**src/pkg/pin_select_map.svh**
```systemverilog
`ifndef PIN_SELECT_MAP_SVH
`define PIN_SELECT_MAP_SVH

// ----------------------------------------------------------------------------
// Register indices (byte address is four times the index)
// ----------------------------------------------------------------------------
`define PSEL_P01_INDEX      18'h0a051
`define PSEL_P02_INDEX      18'h0a052
`define PSEL_P03_INDEX      18'h0a053
`define PSEL_P04_INDEX      18'h0a054
`define PSEL_P05_INDEX      18'h0a055
`define PSEL_P06_INDEX      18'h0a056
`define PSEL_P07_INDEX      18'h0a057
`define PSEL_P10_INDEX      18'h0a058
`define PSEL_P11_INDEX      18'h0a059
`define PSEL_P12_INDEX      18'h0a05a
`define PSEL_FIRST_INDEX    `PSEL_P01_INDEX
`define PSEL_LAST_INDEX     `PSEL_P12_INDEX
`define PSEL_STATUS_INDEX   18'h0a0e0

// ----------------------------------------------------------------------------
// Field layout and reset values
// ----------------------------------------------------------------------------
`define SEL_GPIO_BIT        0
`define SEL_FUNC1_BIT       1
`define SEL_FUNC2_BIT       2
`define SEL_EDGE_BIT        3
`define SEL_RESET           8'h00
`define SEL_MASK_IRQ_PIN    8'h0f
`define SEL_MASK_OTHER      8'h07
`define STATUS_RESET        32'h0000_0000

// ----------------------------------------------------------------------------
// Pin slots
// ----------------------------------------------------------------------------
`define PIN_COUNT           10
`define IRQ_PIN_COUNT       5
`define ANALOG_COUNT        9
`define PIN_P01             0
`define PIN_P06             5
`define PIN_P07             6
`define PIN_P10             7
`define PIN_P11             8
`define PIN_P12             9

`endif

```
**src/pkg/pin_select_pkg.sv**
```systemverilog
package pin_select_pkg;

    typedef struct packed {
        logic        psel;
        logic        penable;
        logic        pwrite;
        logic [19:0] paddr;
        logic [31:0] pwdata;
        logic [3:0]  pstrb;
    } apb_req_type;

    typedef struct packed {
        logic        pready;
        logic [31:0] prdata;
        logic        pslverr;
    } apb_rsp_type;

    typedef enum logic [1:0] {
        ROUTE_NONE,
        ROUTE_GPIO,
        ROUTE_FUNC1,
        ROUTE_FUNC2
    } route_kind_type;

endpackage

```
**src/verilog/select_reg_bank.sv**
```systemverilog
`timescale 1ns/1ps
`include "pin_select_map.svh"

module select_reg_bank #(
    parameter int DEPTH = `PIN_COUNT,
    parameter int WIDTH = 8,
    parameter int SLOTW = $clog2(DEPTH)
) (
    input  wire logic                        clk_i,
    input  wire logic                        resetn_i,
    input  wire logic                        wr_en_i,
    input  wire logic [SLOTW-1:0]            wr_slot_i,
    input  wire logic [WIDTH-1:0]            wr_data_i,
    input  wire logic [SLOTW-1:0]            rd_slot_i,
    output logic      [WIDTH-1:0]            rd_data_o,
    output logic      [DEPTH-1:0][WIDTH-1:0] contents_o
);

    typedef struct packed {
        logic [DEPTH-1:0][WIDTH-1:0] cells;
        logic [WIDTH-1:0]            rdata;
    } bank_state_type;

    bank_state_type st_reg;
    bank_state_type st_next;

    always_comb begin
        st_next = st_reg;
        if (wr_en_i && (int'(wr_slot_i) < DEPTH)) begin
            st_next.cells[wr_slot_i] = wr_data_i;
        end
        // Read port ignores a same-cycle write; the bus never reads and writes at once
        st_next.rdata = (int'(rd_slot_i) < DEPTH) ? st_reg.cells[rd_slot_i] : '0;
    end

    always_ff @(posedge clk_i) begin
        if (!resetn_i) begin
            st_reg <= '0;
        end else begin
            st_reg <= st_next;
        end
    end

    assign rd_data_o  = st_reg.rdata;
    assign contents_o = st_reg.cells;

endmodule

```
**src/verilog/pin_function_select.sv**
```systemverilog
`timescale 1ns/1ps
`include "pin_select_map.svh"

module pin_function_select (
    input  wire logic                                clk_i,
    input  wire logic                                resetn_i,
    input  wire pin_select_pkg::apb_req_type         apb_req_i,
    output pin_select_pkg::apb_rsp_type              apb_rsp_o,
    input  wire logic [`PIN_COUNT-1:0]               pad_in_i,
    input  wire logic [`PIN_COUNT-1:0]               pad_analog_mux_enable_i,
    input  wire logic [`PIN_COUNT-1:0]               gpio_out_i,
    input  wire logic [`PIN_COUNT-1:0]               gpio_oe_n_i,
    input  wire logic                                uart0_txd_i,
    input  wire logic [1:0]                          counter_array_out_i,
    input  wire logic [1:0]                          counter_array_oe_n_i,
    input  wire logic                                i2c_master_sda_out_i,
    input  wire logic                                i2c_master_sda_oe_n_i,
    input  wire logic                                i2c_slave_sda_out_i,
    input  wire logic                                i2c_slave_sda_oe_n_i,
    output logic      [`PIN_COUNT-1:0]               pad_out_o,
    output logic      [`PIN_COUNT-1:0]               pad_oe_n_o,
    output logic      [`PIN_COUNT-1:0]               gpio_in_o,
    output logic      [`IRQ_PIN_COUNT-1:0]           group1_pin_irq_o,
    output logic      [`ANALOG_COUNT-1:0]            analog_route_o,
    output logic                                     uart0_rxd_o,
    output logic      [1:0]                          counter_array_in_o,
    output logic                                     i2c_master_sda_in_o,
    output logic                                     i2c_slave_sda_in_o
);

    // ------------------------------------------------------------------------
    // State
    // ------------------------------------------------------------------------
    typedef struct packed {
        logic                      pready;
        logic                      pslverr;
        logic [31:0]               prdata;
        logic [`PIN_COUNT-1:0]     pad_prev;
        logic [`PIN_COUNT-1:0]     pad_out;
        logic [`PIN_COUNT-1:0]     pad_oe_n;
        logic [`PIN_COUNT-1:0]     gpio_in;
        logic [`IRQ_PIN_COUNT-1:0] irq;
        logic [`ANALOG_COUNT-1:0]  analog;
        logic                      uart_rxd;
        logic [1:0]                cex_in;
        logic                      msda_in;
        logic                      ssda_in;
    } core_state_type;

    core_state_type                       st_reg;
    core_state_type                       st_next;
    logic [`PIN_COUNT-1:0][7:0]           sel_regs;
    logic [7:0]                           rd_byte;
    logic [17:0]                          req_index;
    logic                                 hit_pin;
    logic                                 hit_status;
    logic [3:0]                           req_slot;
    logic                                 access;
    logic                                 wr_commit;
    logic [7:0]                           wr_byte;
    logic [`PIN_COUNT-1:0]                conflict;
    pin_select_pkg::route_kind_type       route_sel [`PIN_COUNT];

    // ------------------------------------------------------------------------
    // Helpers
    // ------------------------------------------------------------------------
    // Peripheral bits outrank general I/O so a bad setting still routes one source
    function automatic pin_select_pkg::route_kind_type pick_function(input logic [7:0] sel);
        if (sel[`SEL_FUNC2_BIT]) begin
            return pin_select_pkg::ROUTE_FUNC2;
        end else if (sel[`SEL_FUNC1_BIT]) begin
            return pin_select_pkg::ROUTE_FUNC1;
        end else if (sel[`SEL_GPIO_BIT]) begin
            return pin_select_pkg::ROUTE_GPIO;
        end
        return pin_select_pkg::ROUTE_NONE;
    endfunction

    function automatic logic [7:0] slot_mask(input logic [3:0] slot);
        return (int'(slot) < `IRQ_PIN_COUNT) ? `SEL_MASK_IRQ_PIN : `SEL_MASK_OTHER;
    endfunction

    function automatic logic multi_select(input logic [7:0] sel);
        return (sel[`SEL_GPIO_BIT] & sel[`SEL_FUNC1_BIT]) | (sel[`SEL_GPIO_BIT] & sel[`SEL_FUNC2_BIT])
             | (sel[`SEL_FUNC1_BIT] & sel[`SEL_FUNC2_BIT]);
    endfunction

    // ------------------------------------------------------------------------
    // Register storage
    // ------------------------------------------------------------------------
    select_reg_bank #(
        .DEPTH      (`PIN_COUNT),
        .WIDTH      (8)
    ) u_bank (
        .clk_i      (clk_i),
        .resetn_i   (resetn_i),
        .wr_en_i    (wr_commit),
        .wr_slot_i  (req_slot),
        .wr_data_i  (wr_byte),
        .rd_slot_i  (req_slot),
        .rd_data_o  (rd_byte),
        .contents_o (sel_regs)
    );

    // ------------------------------------------------------------------------
    // Bus decode
    // ------------------------------------------------------------------------
    assign req_index  = apb_req_i.paddr[19:2];
    assign hit_pin    = (apb_req_i.paddr[1:0] == 2'h0) && (req_index >= `PSEL_FIRST_INDEX)
                        && (req_index <= `PSEL_LAST_INDEX);
    assign hit_status = (apb_req_i.paddr[1:0] == 2'h0) && (req_index == `PSEL_STATUS_INDEX);
    assign req_slot   = hit_pin ? 4'(req_index - `PSEL_FIRST_INDEX) : 4'hf;
    assign access     = apb_req_i.psel && apb_req_i.penable;
    // Write lands at the edge where pready is seen high; lanes above byte 0 do not exist
    assign wr_commit  = access && st_reg.pready && apb_req_i.pwrite && hit_pin && apb_req_i.pstrb[0];
    assign wr_byte    = apb_req_i.pwdata[7:0] & slot_mask(req_slot);

    // ------------------------------------------------------------------------
    // Routing and next state
    // ------------------------------------------------------------------------
    always_comb begin
        for (int p = 0; p < `PIN_COUNT; p++) begin
            route_sel[p] = pick_function(sel_regs[p]);
            conflict[p]  = multi_select(sel_regs[p]);
        end

        st_next          = st_reg;
        st_next.pad_prev = pad_in_i;

        if (access && !st_reg.pready) begin
            st_next.pready  = 1'b1;
            st_next.pslverr = !(hit_pin || hit_status);
            if (hit_pin) begin
                st_next.prdata = {24'h00_0000, rd_byte};
            end else if (hit_status) begin
                st_next.prdata = {22'h00_0000, conflict};
            end else begin
                st_next.prdata = 32'h0000_0000;
            end
        end else begin
            st_next.pready  = 1'b0;
            st_next.pslverr = 1'b0;
        end

        st_next.pad_out  = '0;
        st_next.pad_oe_n = '1;
        st_next.gpio_in  = '0;
        st_next.irq      = '0;
        st_next.analog   = '0;
        st_next.uart_rxd = 1'b1;
        st_next.cex_in   = 2'h0;
        st_next.msda_in  = 1'b1;
        st_next.ssda_in  = 1'b1;

        for (int p = 0; p < `PIN_COUNT; p++) begin
            case (route_sel[p])
                pin_select_pkg::ROUTE_GPIO: begin
                    st_next.gpio_in[p]  = pad_in_i[p];
                    st_next.pad_out[p]  = gpio_out_i[p];
                    st_next.pad_oe_n[p] = gpio_oe_n_i[p];
                end
                default: begin
                end
            endcase
        end

        // Pins 0.1-0.5 are inputs only in their peripheral roles
        for (int p = 0; p < `IRQ_PIN_COUNT; p++) begin
            case (route_sel[p])
                pin_select_pkg::ROUTE_FUNC1: begin
                    if (sel_regs[p][`SEL_EDGE_BIT]) begin
                        st_next.irq[p] = pad_in_i[p] && !st_reg.pad_prev[p];
                    end else begin
                        st_next.irq[p] = !pad_in_i[p] && st_reg.pad_prev[p];
                    end
                end
                pin_select_pkg::ROUTE_FUNC2: begin
                    st_next.analog[p] = pad_analog_mux_enable_i[p];
                end
                default: begin
                end
            endcase
        end

        case (route_sel[`PIN_P06])
            pin_select_pkg::ROUTE_FUNC1: begin
                st_next.pad_out[`PIN_P06]  = uart0_txd_i;
                st_next.pad_oe_n[`PIN_P06] = 1'b0;
            end
            pin_select_pkg::ROUTE_FUNC2: begin
                st_next.analog[`PIN_P06] = pad_analog_mux_enable_i[`PIN_P06];
            end
            default: begin
            end
        endcase

        case (route_sel[`PIN_P07])
            pin_select_pkg::ROUTE_FUNC1: begin
                st_next.uart_rxd = pad_in_i[`PIN_P07];
            end
            pin_select_pkg::ROUTE_FUNC2: begin
                st_next.analog[`PIN_P07] = pad_analog_mux_enable_i[`PIN_P07];
            end
            default: begin
            end
        endcase

        case (route_sel[`PIN_P10])
            pin_select_pkg::ROUTE_FUNC2: begin
                st_next.pad_out[`PIN_P10]  = counter_array_out_i[0];
                st_next.pad_oe_n[`PIN_P10] = counter_array_oe_n_i[0];
                st_next.cex_in[0]          = pad_in_i[`PIN_P10];
            end
            pin_select_pkg::ROUTE_FUNC1: begin
                st_next.analog[`PIN_P10] = pad_analog_mux_enable_i[`PIN_P10];
            end
            default: begin
            end
        endcase

        case (route_sel[`PIN_P11])
            pin_select_pkg::ROUTE_FUNC2: begin
                st_next.pad_out[`PIN_P11]  = counter_array_out_i[1];
                st_next.pad_oe_n[`PIN_P11] = counter_array_oe_n_i[1];
                st_next.cex_in[1]          = pad_in_i[`PIN_P11];
            end
            pin_select_pkg::ROUTE_FUNC1: begin
                st_next.analog[`PIN_P11] = pad_analog_mux_enable_i[`PIN_P11];
            end
            default: begin
            end
        endcase

        // Data line passes drive and enable through; open-drain is the pad's business
        case (route_sel[`PIN_P12])
            pin_select_pkg::ROUTE_FUNC2: begin
                st_next.pad_out[`PIN_P12]  = i2c_master_sda_out_i;
                st_next.pad_oe_n[`PIN_P12] = i2c_master_sda_oe_n_i;
                st_next.msda_in            = pad_in_i[`PIN_P12];
            end
            pin_select_pkg::ROUTE_FUNC1: begin
                st_next.pad_out[`PIN_P12]  = i2c_slave_sda_out_i;
                st_next.pad_oe_n[`PIN_P12] = i2c_slave_sda_oe_n_i;
                st_next.ssda_in            = pad_in_i[`PIN_P12];
            end
            default: begin
            end
        endcase
    end

    always_ff @(posedge clk_i) begin
        if (!resetn_i) begin
            st_reg          <= '0;
            st_reg.pad_oe_n <= '1;
            st_reg.uart_rxd <= 1'b1;
            st_reg.msda_in  <= 1'b1;
            st_reg.ssda_in  <= 1'b1;
        end else begin
            st_reg <= st_next;
        end
    end

    // ------------------------------------------------------------------------
    // Outputs
    // ------------------------------------------------------------------------
    assign apb_rsp_o.pready   = st_reg.pready;
    assign apb_rsp_o.prdata   = st_reg.prdata;
    assign apb_rsp_o.pslverr  = st_reg.pslverr;
    assign pad_out_o          = st_reg.pad_out;
    assign pad_oe_n_o         = st_reg.pad_oe_n;
    assign gpio_in_o          = st_reg.gpio_in;
    assign group1_pin_irq_o   = st_reg.irq;
    assign analog_route_o     = st_reg.analog;
    assign uart0_rxd_o        = st_reg.uart_rxd;
    assign counter_array_in_o = st_reg.cex_in;
    assign i2c_master_sda_in_o = st_reg.msda_in;
    assign i2c_slave_sda_in_o = st_reg.ssda_in;
endmodule

```
**config.mk**
```make
export PLATFORM = sky130hd
export DESIGN_NAME = pin_function_select
export DESIGN_NICKNAME = d
export VERILOG_FILES = /design/src/pkg/pin_select_pkg.sv /design/src/verilog/select_reg_bank.sv /design/src/verilog/pin_function_select.sv
export VERILOG_INCLUDE_DIRS = /design/src /design/src/pkg
export SDC_FILE = /design/constraint.sdc
export NUM_CORES = 1
export LEC_CHECK = 0
export ABC_AREA = 1
export ABC_CLOCK_PERIOD_IN_PS = 2350
export BUFFER_PORTS_ARGS = -buffer_cell sky130_fd_sc_hd__buf_2
export CORE_MARGIN = 1
export CORE_UTILIZATION = 46
export CTS_BUF_LIST = sky130_fd_sc_hd__clkbuf_8
export DETAILED_ROUTE_END_ITERATION = 10
export PLACE_DENSITY_LB_ADDON = 0.25
export SLEW_MARGIN = 20
export SYNTH_ARGS = -nofsm -noshare
export SYNTH_HDL_FRONTEND = slang
export SYNTH_HIERARCHICAL = 1
export SYNTH_SLANG_ARGS = --single-unit
```
**constraint.sdc**
```tcl
create_clock -name clk_i -period 2.35 [get_ports clk_i]
set_input_delay 0.235 -clock clk_i [delete_from_list [all_inputs] [get_ports clk_i]]
set_output_delay 0.235 -clock clk_i [all_outputs]
set_load 0.01 [all_outputs]
```
==> results of run 1 <==
==> area by class of cell <==
cell class | instances | area (um2)
Timing Repair Buffer | 216 | 1420
Tap cell | 211 | 264
Clock buffer | 18 | 248
Fill cell | 1501 | 6710
Inverter | 131 | 492
Multi-Input combinational cell | 626 | 3070
Sequential cell | 154 | 3080
Clock inverter | 14 | 146
==> layout by cell type (no fill, tap or decap), types with 9 or more instances in the layout <==
cell type / n
dfxtp_1: 154
nand2_1: 149
buf_2: 138
inv_1: 129
a21oi_1: 101
nand3_1: 95
nor2_1: 85
o21ai_0: 85
buf_4: 42
dlygate4sd3_1: 31
conb_1: 26
clkbuf_8: 18
or2_2: 11
nand2_2: 10
a21oi_2: 9
==> how the worst min path moves through the flow <==
stage / startpoint / to / depth (start not counted)
2_1_floorplan: pad_in_i[6] / uart0_rxd_o / 2
4_1_cts: pad_in_i[9] / i2c_master_sda_in_o / 3
5_1_grt: pad_analog_mux_enable_i[7] / analog_route_o[7] / 3
6_report: pad_in_i[9] / i2c_master_sda_in_o / 3
3_3_place_gp: gpio_oe_n_i[0] / pad_oe_n_o[0] / 2
3_5_place_dp: gpio_oe_n_i[6] / pad_oe_n_o[6] / 2
==> where the power goes <==
group	internal (W)	switching (W)	total, W
Clock	0.000975	0.000998	0.00197
Combinational	0.000131	0.000175	0.000306
Sequential	0.00261	0.00000165	0.00261
Total	0.00372	0.00117	0.00489
==> per-layer routing <==
layer / vias to the layer above / wire (um) / global-route usage
li1: 3419 / - / -
met1: 2882 / 7940 / 0.265
met2: 192 / 8290 / 0.376
met3: 26 / 989 / 0.0462
met4: 0 / 351 / 0.0803
met5: - / 0 / 0
==> what timing repair did <==
item | CTS | global route
endpoints found under the hold margin | 32 | 0
hold buffers | 31 | 0
setup buffers | 0 | 0
==> synth_stat cells, drive strengths merged <==
cell type	number	area, um2
nor2b	1	6.26
a31oi	3	18.8
buf	106	742
dfxtp	154	3080
o22ai	1	6.26
conb	1	3.75
nor2	89	359
clkinv	2	7.51
nor3b	1	12.5
or2	12	75.1
clkbuf	18	67.6
nor4	7	58.8
nand3	104	573
nand2	161	644
a21oi	110	584
nand4	9	62.6
xnor2	1	8.76
inv	129	484
o21ai	85	425
nand3b	1	7.51
and2	1	6.26
xor2	1	8.76
ha	4	50.1
and3	1	6.26
nor3	8	56.3
==> cell families after synthesis <==
family / count (synthesis) / share of synthesized area
simple gates: 395 / 0.254
fa+ha+maj: 4 / 0.00680
other cells: 1 / 0.000510
flops: 154 / 0.419
compound gates: 199 / 0.141
buf+inv: 255 / 0.177
xor+xnor: 2 / 0.00238
==> critical path, stage by stage <==
cell and delay (ns):
buf_2 0.11, inv_1 0.11, ha_1 0.18, nand3_1 0.08
nand3_1 0.09, nand2_1 0.06, nand2_2 0.09, nand3_4 0.09
nor3_1 0.34, nand2_1 0.13, nor2_1 0.25, nand2_1 0.21
buf_4 0.19, o21ai_0 0.13, nor2_1 0.06
==> through the flow <==
step / power (W) / hold slack [ns] / TNS [ns] / setup slack, ns
2_1_floorplan: 0.00285 / 0.331 / 0 / 0.145
3_3_place_gp: 0.00293 / 0.420 / 0 / 0.0107
3_5_place_dp: 0.00293 / 0.423 / -1.66 / -0.0912
4_1_cts: 0.00493 / 0.00196 / 0 / 0.386
5_1_grt: 0.00509 / 0.00704 / 0 / 0.137
6_report: 0.00489 / 0.0165 / 0 / 0.344
==> results.toml, run 1 <==
[outcome]
status = "complete, no violations"

[power]
p_leak_nw = 3.81
power_density_nw_per_um2 = 561
peakVddDrop_v = 0.000393

[floorplan]
die_area_um2 = 16500
ios = 193
num_rows = 45
core_area_um2 = 15400
die_h_um = 128
initial_core_util = 0.477
die_w_um = 128

[logic_synthesis]
syn_area_um2 = 7360
ys_seq_elements = 154
ys_warn_count = 6
postSynthAreaPerCell_um2 = 7.29
synthDistinctLibCells = 41
syn_inst = 1010
ys_seq_area_frac = 0.419

[critical_path]
critical_path.endpoint = "u_bank/contents_o[5]"
crit_fanout = 6
r2r_cells = 8
timing.rr.end = "u_bank/contents_o[5]"
cp-end-kind = "flip-flop"
required_ns = 2.69
rr_startpoint = "apb_rsp_o[33]"
start_kind = "input port"
arrival_ns = 2.35
crit_path_start = "apb_req_i[39]"
criticalPathCategory = "in2reg"
ff2ff_setup_slack_ns = 0.44

[global_routing]
grt_max_degree = 34
antenna_found_initial = 0
track_usage = 0.217
grt_pass1_wl_um = 28000
grt_pass1_vias = 5937
overflow = 0

[cells_and_area]
fin_cells = 1370
postLayoutCellArea_um2 = 8720
largest_register_ffs = 80
drive_gt1_frac = 0.230
nNetsFinal = 1260
antenna_cells = 0
area_growth_pct = 18.5
final_util = 0.565

[timing]
finalCritPeriodShare = 0.854
relSlewSlack = 0.629
fmax_ghz = 0.498
worst_slew_pin_slew_ns = 0.556
rsz0062_at_grt = "false"
min_period_ns = 2.01
slew_violations = 0
hold_viol_final = 0
finalClockSkew_ns = 0.0113
setup_viol = 0

[clock_tree]
cts_root_buf = "clkbuf_8"
cts_made_buffers = 17
cts_sinks = 154
cts.clk_slew.worst_paths_ns = 0.09
htree_num_levels = 4
clk_latency_ns = 0.45
clockBufferDepth = 2
cts_resized = 0
cts_tree = "done"

[route]
routedWlPerCell_um = 12.8
drcViolationCount = 0
finalWirelength_um = 17600
drt_iter0_drc = 354
vias = 6519
ant_nets = 0
firstDrtPassIters = 5
viasPerCell = 4.76

[flow_run]
cap_violations = 0

[placement]
port_buffers = 138
dp_hpwl_um = 12600
dpl.cell_count = 1307
placed_area_um2 = 8010
gp_congestion = 0.788

[worst_hold_path]
min_path_type = "in2reg"
Power figures use the tool's default switching activity.
==> inputs of run 2 (changes only) <==
--- a/config.mk
+++ b/config.mk
@@ -13,7 +13,7 @@
 export CORE_UTILIZATION = 46
 export CTS_BUF_LIST = sky130_fd_sc_hd__clkbuf_8
 export DETAILED_ROUTE_END_ITERATION = 10
-export PLACE_DENSITY_LB_ADDON = 0.25
+export PLACE_DENSITY = 0.71
 export SLEW_MARGIN = 20
 export SYNTH_ARGS = -nofsm -noshare
 export SYNTH_HDL_FRONTEND = slang
==> results.toml, run 2 (synthesized netlist as in run 1, its figures left out) <==
[outcome]
status = "complete, no violations"

[floorplan]
die_area_um2 = 16500
initial_core_util = 0.477
ios = 193
core_area_um2 = 15400
die_h_um = 128
num_rows = 45
die_w_um = 128

[route]
firstDrtPassIters = 5
ant_nets = 0
finalWirelength_um = 17300
routedWlPerCell_um = 12.7
drt_iter0_drc = 511
viasPerCell = 4.83
drcViolationCount = 0
vias = 6593

[global_routing]
grt_use_met1 = 0.270
grt_pass1_wl_um = 27700
grt.met2_usage = 0.355
overflow = 0
track_usage = 0.213
grtUsageMet3 = 0.0462
antenna_found_initial = 0
grt_pass1_vias = 5842
grt_max_degree = 54
busiest_layer = "met2"

[critical_path]
critPathMaxStageDelay_ns = 0.26
cp_cell_sequence = "buf_2, inv_1, ha_1, nand3_1, nand3_1, nand2_1, nand2_2, nand3_4, nor3_1, nand2_1, buf_4, nor3_4, nand2_4, o21ai_0, a21oi_1"
crit_path_start = "apb_req_i[39]"
crit_buf_inv = 3
timing.rr.end = "u_bank/contents_o[64]"
r2r_cells = 8
start_kind = "input port"
criticalPathCategory = "in2reg"
arrival_ns = 2.29
rr_startpoint = "apb_rsp_o[33]"
crit_fanout = 16
slowest_stage = "nor3_1"
cpLargestDelayFamily = "simple AND/OR/NAND/NOR gates"
cp.depth = 15
required_ns = 2.69
ff2ff_setup_slack_ns = 0.46
cp-end-kind = "flip-flop"
critical_path.endpoint = "u_bank/contents_o[64]"

[timing]
finalCritPeriodShare = 0.828
fmax_ghz = 0.514
slew_violations = 0
min_period_ns = 1.95
setup_viol = 0
relSlewSlack = 0.654
setup_total_negative_slack_ns = 0
hold_viol_final = 0
worst_slew_pin_slew_ns = 0.514
rsz0062_at_grt = "false"
finalClockSkew_ns = 0.0158

[clock_tree]
cts_resized = 0
post_cts_buffers = 0
cts_root_buf = "clkbuf_8"
cts_tree = "done"
cts.clk_slew.worst_paths_ns = 0.08
clk_latency_ns = 0.46
cts_made_buffers = 17
htree_num_levels = 4
cts_sinks = 154
clockBufferDepth = 2

[worst_hold_path]
min_path_type = "in2reg"
hp-start = "pad_in_i[2]"

[cells_and_area]
final_util = 0.565
mostFrequentLayoutCells = "dfxtp_1 (154), nand2_1 (149), buf_2 (138)"
antenna_cells = 0
mostFrequentLayoutCell = "dfxtp_1"
largest_register_ffs = 80
area_growth_pct = 18.6
nNetsFinal = 1254
drive_gt1_frac = 0.227

[placement]
port_buffers = 138
dp_hpwl_um = 12100
gp_congestion = 0.829

[power]
p_leak_nw = 3.80
power_density_nw_per_um2 = 580
peakVddDrop_v = 0.000350

[flow_run]
cap_violations = 0
==> run 2: cell count changes in the layout (fill, tap and decap cells not counted) <==
cell	change
bufinv_16	+1
dlygate4sd3_1	+1
inv_1	-2
buf_4	-8
buf_12	+1
clkinvlp_4	-1
clkinv_2	-1
inv_6	+3
==> run 2: area by class of cell <==
type	instances	area [um2]
clock buffer	18	248
clock inverter	14	183
fill	1476	6700
inverter	131	492
multi-input combinational	626	3070
sequential	154	3080
tap	211	264
timing repair buffer	210	1390
==> run 2: tightest hold or removal path: stages <==
cell     delay [ns]
buf_2          0.11
nand2_1        0.06
inv_1          0.05
==> run 2: per-stage QoR <==
stage | worst slack (ns) | instances | hold slack [ns] | cell area (um2) | power [W]
after global placement | 0.0363 | 1300 | 0.421 | 7970 | 0.00292
after detailed placement | -0.0575 | 1300 | 0.423 | 7970 | 0.00293
after global routing | 0.251 | 1364 | 0.0141 | 8720 | 0.00525
final | 0.403 | 1364 | 0.0225 | 8720 | 0.00506
after floorplan | 0.145 | 1035 | 0.331 | 7450 | 0.00285
after CTS | 0.420 | 1364 | 0.00419 | 8720 | 0.00509
==> run 2: repair_timing <==
action / in CTS / in global routing
endpoints found under the hold margin: 33 / 0
hold buffers: 32 / 0
setup endpoints to repair: 0 / 0
==> run 2: worst min path at each step <==
stage / end / slack, ns / depth (start not counted)
floorplan: uart0_rxd_o / 0.33 / 2
global placement: pad_oe_n_o[0] / 0.42 / 2
detailed placement: pad_oe_n_o[2] / 0.42 / 2
CTS: st_reg[51] / 0.004 / 3
global route: analog_route_o[7] / 0.01 / 3
finish: st_reg[51] / 0.02 / 3
==> run 2: metal layers <==
metal	vias to the layer above	routed length, um
li1	3397	-
met1	2973	7830
met2	196	8140
met3	27	914
met4	0	408
met5	-	0
==> run 2: power by group <==
part,switching [W],total [W],internal (W),leakage [nW]
Sequential,0.00000192,0.00261,0.00261,1.24
Combinational,0.000172,0.000299,0.000128,2.34
Clock,0.00104,0.00214,0.00110,0.213
Total,0.00121,0.00506,0.00384,3.80
